--- src/logic/reset_cause_pkg.sv ---
// Package with offsets, field positions, reset values and types of the block.
package reset_cause_pkg;

	// Register offsets on the plain register port.
	localparam int          REG_ADDR_W   = 2;
	localparam logic [1:0]  OFS_CTRL     = 2'h0;
	localparam logic [1:0]  OFS_IRQ_STAT = 2'h1;
	localparam logic [1:0]  OFS_IRQ_MASK = 2'h2;

	// Field positions of the reset cause control register.
	localparam int          BIT_PRIO_EN  = 7;
	localparam int          BIT_SWRST    = 4;
	localparam int          BIT_WDOG     = 3;
	localparam int          BIT_PDOWN    = 2;
	localparam int          BIT_POR      = 1;
	localparam int          BIT_BROWN    = 0;

	// Reset values and implemented-bit masks.
	localparam logic [7:0]  CTRL_RST     = 8'h1c;
	localparam logic [7:0]  CTRL_IMPL    = 8'h9f;
	localparam logic [7:0]  IRQ_IMPL     = 8'h1f;
	localparam logic [7:0]  IRQ_RST      = 8'h00;
	localparam logic        PRIO_EN_RST  = 1'b0;
	localparam logic        SWRST_RST    = 1'b1;
	localparam logic        WDOG_RST     = 1'b1;
	localparam logic        PDOWN_RST    = 1'b1;
	localparam logic        POR_RST      = 1'b0;
	localparam logic        BROWN_RST    = 1'b0;

	// Single-cycle events from the core, all on clk_i.
	typedef struct packed {
		logic sw_reset_instr;
		logic watchdog_timeout;
		logic sleep_instr;
		logic clear_watchdog_instr;
		logic power_on_reset;
		logic brown_out_reset;
	} core_evt_t;

endpackage

--- src/logic/flag_cell.sv ---
// One reset cause flag: hardware clear, hardware set and software write.
`timescale 1ns/1ps
module flag_cell #(
	parameter logic RST_VAL = 1'b1
) (
	// Clock and reset
	input  wire logic clk_i,
	input  wire logic rst_b_i,
	// Hardware events
	input  wire logic hw_clr_i,
	input  wire logic hw_set_i,
	// Software write
	input  wire logic sw_we_i,
	input  wire logic sw_val_i,
	// Flag
	output logic      flag_o
);

	logic flag_d;
	logic flag_q;

	// A hardware event wins over a software write in the same cycle, so a
	// re-arm never hides a reset cause that has just happened.
	always_comb begin
		flag_d = flag_q;
		if (hw_clr_i) begin
			flag_d = 1'b0;
		end else if (hw_set_i) begin
			flag_d = 1'b1;
		end else if (sw_we_i) begin
			flag_d = sw_val_i;
		end
	end

	always_ff @(posedge clk_i or negedge rst_b_i) begin
		if (!rst_b_i) begin
			flag_q <= RST_VAL;
		end else begin
			flag_q <= flag_d;
		end
	end

	assign flag_o = flag_q;

	a_clear_wins: assert property (@(posedge clk_i)
		disable iff (!rst_b_i)
		hw_clr_i |=> !flag_o)
		else $error("flag not cleared by hardware event");

endmodule // flag_cell

--- src/logic/reset_cause_flags.sv ---
// Reset cause control register with sticky event interrupts.
//
// Chosen here: the address-and-strobe port and the placing of the registers.
`timescale 1ns/1ps
////////////////////////////////////////////////////////////////////////////////
// How it works
// - Flags tell which source caused last reset.
// - Implemented bits are readable and writable by software.
// - Bit 7 enables two interrupt priority levels.
// - Bits 6 and 5 read zero, ignore writes.
// - Reset instruction clears bit 4.
// - Power-on reset clears bit 1; software re-arms.
////////////////////////////////////////////////////////////////////////////////
module reset_cause_flags
	import reset_cause_pkg::*;
(
	// Clock and reset
	input  wire logic                  clk_i,
	input  wire logic                  rst_b_i,
	// Register port
	input  wire logic [REG_ADDR_W-1:0] reg_addr_i,
	input  wire logic [7:0]            reg_wdata_i,
	input  wire logic                  reg_wr_i,
	input  wire logic                  reg_rd_i,
	output logic      [7:0]            reg_rdata_o,
	// Core events
	input  wire core_evt_t             evt_i,
	// Status towards the core
	output logic      [7:0]            reset_cause_o,
	output logic                       irq_priority_enable_o,
	output logic                       irq_o
);

	////////////////////////////////////////////////////////////////////////
	// Register decode.

	logic wr_ctrl;
	logic wr_stat;
	logic wr_mask;

	assign wr_ctrl = reg_wr_i && (reg_addr_i == OFS_CTRL);
	assign wr_stat = reg_wr_i && (reg_addr_i == OFS_IRQ_STAT);
	assign wr_mask = reg_wr_i && (reg_addr_i == OFS_IRQ_MASK);

	////////////////////////////////////////////////////////////////////////
	// Reset cause flags.

	logic sw_reset_instr_flag;
	logic watchdog_timeout_flag;
	logic power_down_flag;
	logic power_on_flag;
	logic brown_out_flag;
	logic wdog_set;
	logic pdown_set;

	assign wdog_set  = evt_i.clear_watchdog_instr || evt_i.sleep_instr;
	assign pdown_set = evt_i.clear_watchdog_instr;

	flag_cell #(.RST_VAL(SWRST_RST)) u_swrst (
		.clk_i    (clk_i),
		.rst_b_i  (rst_b_i),
		.hw_clr_i (evt_i.sw_reset_instr),
		.hw_set_i (1'b0),
		.sw_we_i  (wr_ctrl),
		.sw_val_i (reg_wdata_i[BIT_SWRST]),
		.flag_o   (sw_reset_instr_flag)
	);

	flag_cell #(.RST_VAL(WDOG_RST)) u_wdog (
		.clk_i    (clk_i),
		.rst_b_i  (rst_b_i),
		.hw_clr_i (evt_i.watchdog_timeout),
		.hw_set_i (wdog_set),
		.sw_we_i  (wr_ctrl),
		.sw_val_i (reg_wdata_i[BIT_WDOG]),
		.flag_o   (watchdog_timeout_flag)
	);

	flag_cell #(.RST_VAL(PDOWN_RST)) u_pdown (
		.clk_i    (clk_i),
		.rst_b_i  (rst_b_i),
		.hw_clr_i (evt_i.sleep_instr),
		.hw_set_i (pdown_set),
		.sw_we_i  (wr_ctrl),
		.sw_val_i (reg_wdata_i[BIT_PDOWN]),
		.flag_o   (power_down_flag)
	);

	flag_cell #(.RST_VAL(POR_RST)) u_por (
		.clk_i    (clk_i),
		.rst_b_i  (rst_b_i),
		.hw_clr_i (evt_i.power_on_reset),
		.hw_set_i (1'b0),
		.sw_we_i  (wr_ctrl),
		.sw_val_i (reg_wdata_i[BIT_POR]),
		.flag_o   (power_on_flag)
	);

	flag_cell #(.RST_VAL(BROWN_RST)) u_brown (
		.clk_i    (clk_i),
		.rst_b_i  (rst_b_i),
		.hw_clr_i (evt_i.brown_out_reset),
		.hw_set_i (1'b0),
		.sw_we_i  (wr_ctrl),
		.sw_val_i (reg_wdata_i[BIT_BROWN]),
		.flag_o   (brown_out_flag)
	);

	////////////////////////////////////////////////////////////////////////
	// Priority enable, interrupt status, mask and read data.

	logic       prio_en_d;
	logic       prio_en_q;
	logic [7:0] stat_d;
	logic [7:0] stat_q;
	logic [7:0] mask_d;
	logic [7:0] mask_q;
	logic       irq_d;
	logic       irq_q;
	logic [7:0] rdata_d;
	logic [7:0] rdata_q;
	logic [7:0] ctrl_view;
	logic [7:0] evt_bits;

	// Bits 6 and 5 are tied low, so they read zero and ignore writes.
	always_comb begin
		ctrl_view              = 8'h00;
		ctrl_view[BIT_PRIO_EN] = prio_en_q;
		ctrl_view[BIT_SWRST]   = sw_reset_instr_flag;
		ctrl_view[BIT_WDOG]    = watchdog_timeout_flag;
		ctrl_view[BIT_PDOWN]   = power_down_flag;
		ctrl_view[BIT_POR]     = power_on_flag;
		ctrl_view[BIT_BROWN]   = brown_out_flag;
	end

	always_comb begin
		evt_bits          = 8'h00;
		evt_bits[BIT_SWRST] = evt_i.sw_reset_instr;
		evt_bits[BIT_WDOG]  = evt_i.watchdog_timeout;
		evt_bits[BIT_PDOWN] = evt_i.sleep_instr;
		evt_bits[BIT_POR]   = evt_i.power_on_reset;
		evt_bits[BIT_BROWN] = evt_i.brown_out_reset;
	end

	always_comb begin
		prio_en_d = prio_en_q;
		if (wr_ctrl) begin
			prio_en_d = reg_wdata_i[BIT_PRIO_EN];
		end
		stat_d = stat_q;
		if (wr_stat) begin
			stat_d = stat_q & ~reg_wdata_i;
		end
		// A new event wins over a clear written in the same cycle.
		stat_d = (stat_d | evt_bits) & IRQ_IMPL;
		mask_d = mask_q;
		if (wr_mask) begin
			mask_d = reg_wdata_i & IRQ_IMPL;
		end
		irq_d = |(stat_d & mask_d);
		rdata_d = 8'h00;
		if (reg_rd_i) begin
			case (reg_addr_i)
				OFS_CTRL:     rdata_d = ctrl_view & CTRL_IMPL;
				OFS_IRQ_STAT: rdata_d = stat_q;
				OFS_IRQ_MASK: rdata_d = mask_q;
				default:      rdata_d = 8'h00;
			endcase
		end
	end

	always_ff @(posedge clk_i or negedge rst_b_i) begin
		if (!rst_b_i) begin
			prio_en_q <= PRIO_EN_RST;
			stat_q  <= IRQ_RST;
			mask_q  <= IRQ_RST;
			irq_q   <= 1'b0;
			rdata_q <= 8'h00;
		end else begin
			prio_en_q <= prio_en_d;
			stat_q  <= stat_d;
			mask_q  <= mask_d;
			irq_q   <= irq_d;
			rdata_q <= rdata_d;
		end
	end

	assign reg_rdata_o           = rdata_q;
	assign reset_cause_o         = ctrl_view;
	assign irq_priority_enable_o = prio_en_q;
	assign irq_o                 = irq_q;

	////////////////////////////////////////////////////////////////////////
	// Assertions.

	a_swrst_clear: assert property (@(posedge clk_i)
		disable iff (!rst_b_i)
		evt_i.sw_reset_instr |=> !reset_cause_o[BIT_SWRST])
		else $error("reset instruction did not clear its flag");

	a_wdog_clear: assert property (@(posedge clk_i)
		disable iff (!rst_b_i)
		evt_i.watchdog_timeout |=> !reset_cause_o[BIT_WDOG])
		else $error("watchdog time-out did not clear its flag");

	a_wdog_set_instr: assert property (@(posedge clk_i)
		disable iff (!rst_b_i)
		wdog_set && !evt_i.watchdog_timeout |=> reset_cause_o[BIT_WDOG])
		else $error("time-out flag not set by instruction");

	a_pdown_sleep_clear: assert property (@(posedge clk_i)
		disable iff (!rst_b_i)
		evt_i.sleep_instr |=> !reset_cause_o[BIT_PDOWN])
		else $error("sleep did not clear power-down flag");

	a_pdown_wdog_set: assert property (@(posedge clk_i)
		disable iff (!rst_b_i)
		pdown_set && !evt_i.sleep_instr |=> reset_cause_o[BIT_PDOWN])
		else $error("clear-watchdog did not set power-down flag");

	a_por_hw_clear: assert property (@(posedge clk_i)
		disable iff (!rst_b_i)
		evt_i.power_on_reset |=> !reset_cause_o[BIT_POR])
		else $error("power-on reset did not clear its flag");

	a_brown_rearm: assert property (@(posedge clk_i)
		disable iff (!rst_b_i)
		wr_ctrl && !evt_i.brown_out_reset
		|=> reset_cause_o[BIT_BROWN] == $past(reg_wdata_i[BIT_BROWN]))
		else $error("brown-out flag not re-armed by write");

	a_unimpl_zero: assert property (@(posedge clk_i)
		disable iff (!rst_b_i)
		reg_rd_i && reg_addr_i == OFS_CTRL |=> reg_rdata_o[6:5] == 2'b00)
		else $error("unimplemented bits read nonzero");

	// The write lands at its own edge, so two edges later the enable
	// must still hold the data that stood beside that write strobe.
	a_prio_en_write: assert property (@(posedge clk_i)
		disable iff (!rst_b_i)
		wr_ctrl ##1 !wr_ctrl[*2]
		|-> irq_priority_enable_o == $past(reg_wdata_i[BIT_PRIO_EN], 2))
		else $error("priority enable does not hold written value");

	a_ctrl_readback: assert property (@(posedge clk_i)
		disable iff (!rst_b_i)
		reg_rd_i && reg_addr_i == OFS_CTRL
		|=> reg_rdata_o == ($past(reset_cause_o) & CTRL_IMPL))
		else $error("control read data differs from flags");

	a_irq_level: assert property (@(posedge clk_i) disable iff (!rst_b_i)
		irq_o == |(stat_q & mask_q))
		else $error("interrupt output disagrees with status and mask");

	c_sw_reset: cover property (@(posedge clk_i) disable iff (!rst_b_i)
		evt_i.sw_reset_instr ##1 reg_rd_i && reg_addr_i == OFS_CTRL);

	c_brown_rearm: cover property (@(posedge clk_i) disable iff (!rst_b_i)
		evt_i.brown_out_reset ##[1:20] wr_ctrl && reg_wdata_i[BIT_BROWN]);

	c_irq_raise: cover property (@(posedge clk_i) disable iff (!rst_b_i)
		!irq_o ##1 irq_o);

endmodule // reset_cause_flags

--- config.mk ---
export PLATFORM = sky130hd
export DESIGN_NAME = reset_cause_flags
export DESIGN_NICKNAME = d
export VERILOG_FILES = /design/src/logic/reset_cause_pkg.sv /design/src/logic/flag_cell.sv /design/src/logic/reset_cause_flags.sv
export SDC_FILE = /design/constraint.sdc
export NUM_CORES = 1
export LEC_CHECK = 0
export ABC_AREA = 1
export BUFFER_PORTS_ARGS = -buffer_cell sky130_fd_sc_hd__buf_2
export CORE_UTILIZATION = 49
export DETAILED_ROUTE_END_ITERATION = 16
export PLACE_DENSITY = 0.78
export REMOVE_ABC_BUFFERS = 1
export SLEW_MARGIN = 20
export SYNTH_ARGS = -nofsm -noshare
export SYNTH_HDL_FRONTEND = slang
export SYNTH_SLANG_ARGS = --single-unit
--- constraint.sdc ---
create_clock -name clk_i -period 1 [get_ports clk_i]
set_input_delay 0.1 -clock clk_i [delete_from_list [all_inputs] [get_ports clk_i]]
set_output_delay 0.1 -clock clk_i [all_outputs]
set_load 0.02 [all_outputs]
==> results by group <==
Status
  • Outcome: complete, but fails checks
  • Failing checks: setup timing

Worst setup path
  • CP Cell Sequence: buf_6
  • CP max FO: 2
  • Capture point of the critical path: reset_cause_o[3]
  • Slowest stage cell, crit path: dfstp_2
  • Crit path max-delay family: flip-flops
  • Levels on crit path: 1
  • Reg-to-reg setup timing slack: -0.02 ns
  • Data required, critical path: 0.90 ns
  • CP Class: flip-flop to primary output
  • Max incr delay on CP: 0.57 ns
  • Critical R2R Launch: u_wdog.flag_o
  • Worst setup SP type: flip-flop
  • R2R depth: 6
  • RR Endpoint: reg_rdata_o[3]
  • CP bufs+invs: 1
  • CP endpoint kind: primary output
  • Critical Path Source: u_wdog.flag_o
  • Worst EP arrival: 1.00 ns

Drt
  • DR top layer: met4
  • Via count: 1029
  • Routed len/inst: 11.6 um
  • DRT Pass-1 Iters: 4
  • Antenna Violating Nets Remaining: 0
  • Met3 routed WL: 95 um
  • Met1 wire length: 1.01 mm
  • Via density per instance: 4.88
  • Post-Route WL: 2.46 mm
  • DR iter-0 viols: 12
  • Routed met2 length: 1.34 mm
  • DRC: 0

Clock tree
  • Clock Tree Root: clkbuf_4
  • Skew-Pair Late Insertion Delay: 0.32 ns
  • Clock buffer count from CTS: 3
  • Total clock sinks: 23
  • CTS tree: built
  • Worst-path clk slew: 0.13 ns
  • Depth of the CTS H-tree: 1
  • Clock Tree Buf Depth: 2

Cells and area
  • Fin nets: 204
  • Most frequent cells in the layout: 48 x nand2_1, 24 x buf_2, 20 x dfrtp_1, 14 x inv_1, 12 x buf_4
  • Most common cell after layout, fill and taps aside: nand2_1
  • Core Util, Final: 0.658
  • Area grow syn2layout: 27.7%
  • Diode count: 0
  • Layout cells sized above 1: 0.333

Floorplanning
  • IO Count: 38
  • Die area: 2500 um^2
  • Rows: 17
  • Die Y: 50.0 um
  • Starting density of the core: 0.516
  • Core box area: 2190 um^2
  • Die Wd: 50.0 um

STA
  • Min Hold Slack: 0.0134 ns
  • Tmin final: 1.10 ns
  • Final Max Tran Viols: 0
  • # setup viols final: 8
  • Final worst setup slack: -0.103 ns
  • Tcrit/Tclk final: 1.10
  • Clock skew: 0.00987 ns
  • Fmax: 907 MHz
  • Unrepaired setup endpoints after global routing: yes
  • Fin Setup TNS: -0.351 ns
  • Final hold vios: 0

Power and ir drop
  • Largest vdd supply drop: 0.000809 V
  • Total power: 2.01 mW
  • Leakage power: 0.812 nW
  • PD cells: 1390 nW/um^2

Global routing
  • Largest net degree at the start of global routing: 24
  • Global-route wire length before repair: 3.97 mm
  • Total GRT Usage: 0.212
  • Antenna violations before repair: 0
  • Vias in the first global route: 916
  • GRT overflow: 0

Worst hold path
  • HP Class: input pin to flip-flop

Synth
  • Sequential area share after synthesis: 0.513
  • Post-synthesis register bit count: 23
  • Area leader, netlist: dfrtp_1
  • Post-synth top area share: 0.443
  • Synth cell types: 20
  • Synth Cell Area: 1130 um^2
  • Leading post-synthesis cells by cell area: dfrtp_1 44%, nand2_1 16%, dfstp_2 7.0%
  • Mapped Cells: 141
  • Synth warn: 0
  • Syn Area/Cell: 8.01 um^2

Place
  • # port buffers: 31
  • HPWL after DPL: 1.74 mm
  • Place WS: -0.0707 ns
  • RD Place Congestion: 0.795

Job
  • Max Cap Viol: 0
==> logic make-up after synthesis <==
family | count (synthesis) | synth area share
simple gates | 78 | 0.305
flops | 23 | 0.513
other cells | 1 | 0.00332
compound gates | 10 | 0.0487
buf+inv | 29 | 0.131
==> Yosys cell counts (all sizes together) <==
cell type,n
inv,18
dfrtp,20
buf,11
nor2,12
nand4,2
a21oi,2
dfstp,3
o211ai,2
conb,1
nand2,51
nand3,12
nor3,1
o21ai,6
==> area by class of cell <==
cell class,count,area [um^2]
well taps,28,35.0
repair buffers,46,319
clock inverters,1,5.00
clock buffers,3,22.5
inverters,18,67.6
multi-input cells,92,414
fillers,187,748
flip-flops and latches,23,579
==> layer usage <==
layer	global-route usage	vias to the layer above
met4	0.0714	0
met2	0.364	33
met3	0.0370	2
li1	-	504
met5	0	-
met1	0.263	490
==> power by group <==
group	total, mW	leakage (nW)	switching [mW]	internal, mW
Sequential	1.06	0.267	0.0460	1.01
Clock	0.441	0.0177	0.292	0.150
Combinational	0.505	0.528	0.287	0.218
==> per-stage QoR <==
stage	instances	area [um^2]
5_1_grt	211	1440
6_report	211	1440
3_3_place_gp	196	1280
4_1_cts	208	1400
2_1_floorplan	133	1060
3_5_place_dp	196	1280
==> worst min path at each step <==
stage                        start        endpoint  slack, ns  cells after the start
final                     evt_i[0]       stat_q[0]       0.01                      3
after detailed placement   rst_b_i  u_brown.flag_o        0.1                      1
after CTS                 evt_i[0]       stat_q[0]      0.008                      3
after floorplan            rst_b_i           irq_o      -0.20                      0
after global placement     rst_b_i  reg_rdata_o[4]       0.08                      1
after global routing      evt_i[4]       stat_q[3]       0.02                      3
==> sequential cells by signal (all words and copies together), names as in the netlist <==
signal / cells
irq_o: 1
irq_priority_enable_o: 1
mask_q: 5
reg_rdata_o: 6
stat_q: 5
u_brown.flag_o: 1
u_pdown.flag_o: 1
u_por.flag_o: 1
u_swrst.flag_o: 1
u_wdog.flag_o: 1
==> what timing repair did <==
item | 4_1_cts | 5_1_grt
hold buffers | 3 | 0
setup endpoints to repair | 6 | 8
buffers inserted | 5 | 3
resized for setup | 6 | 9
pin swaps | 0 | 3
hold endpoints to repair | 22 | 0
Power figures use the tool's default switching activity.
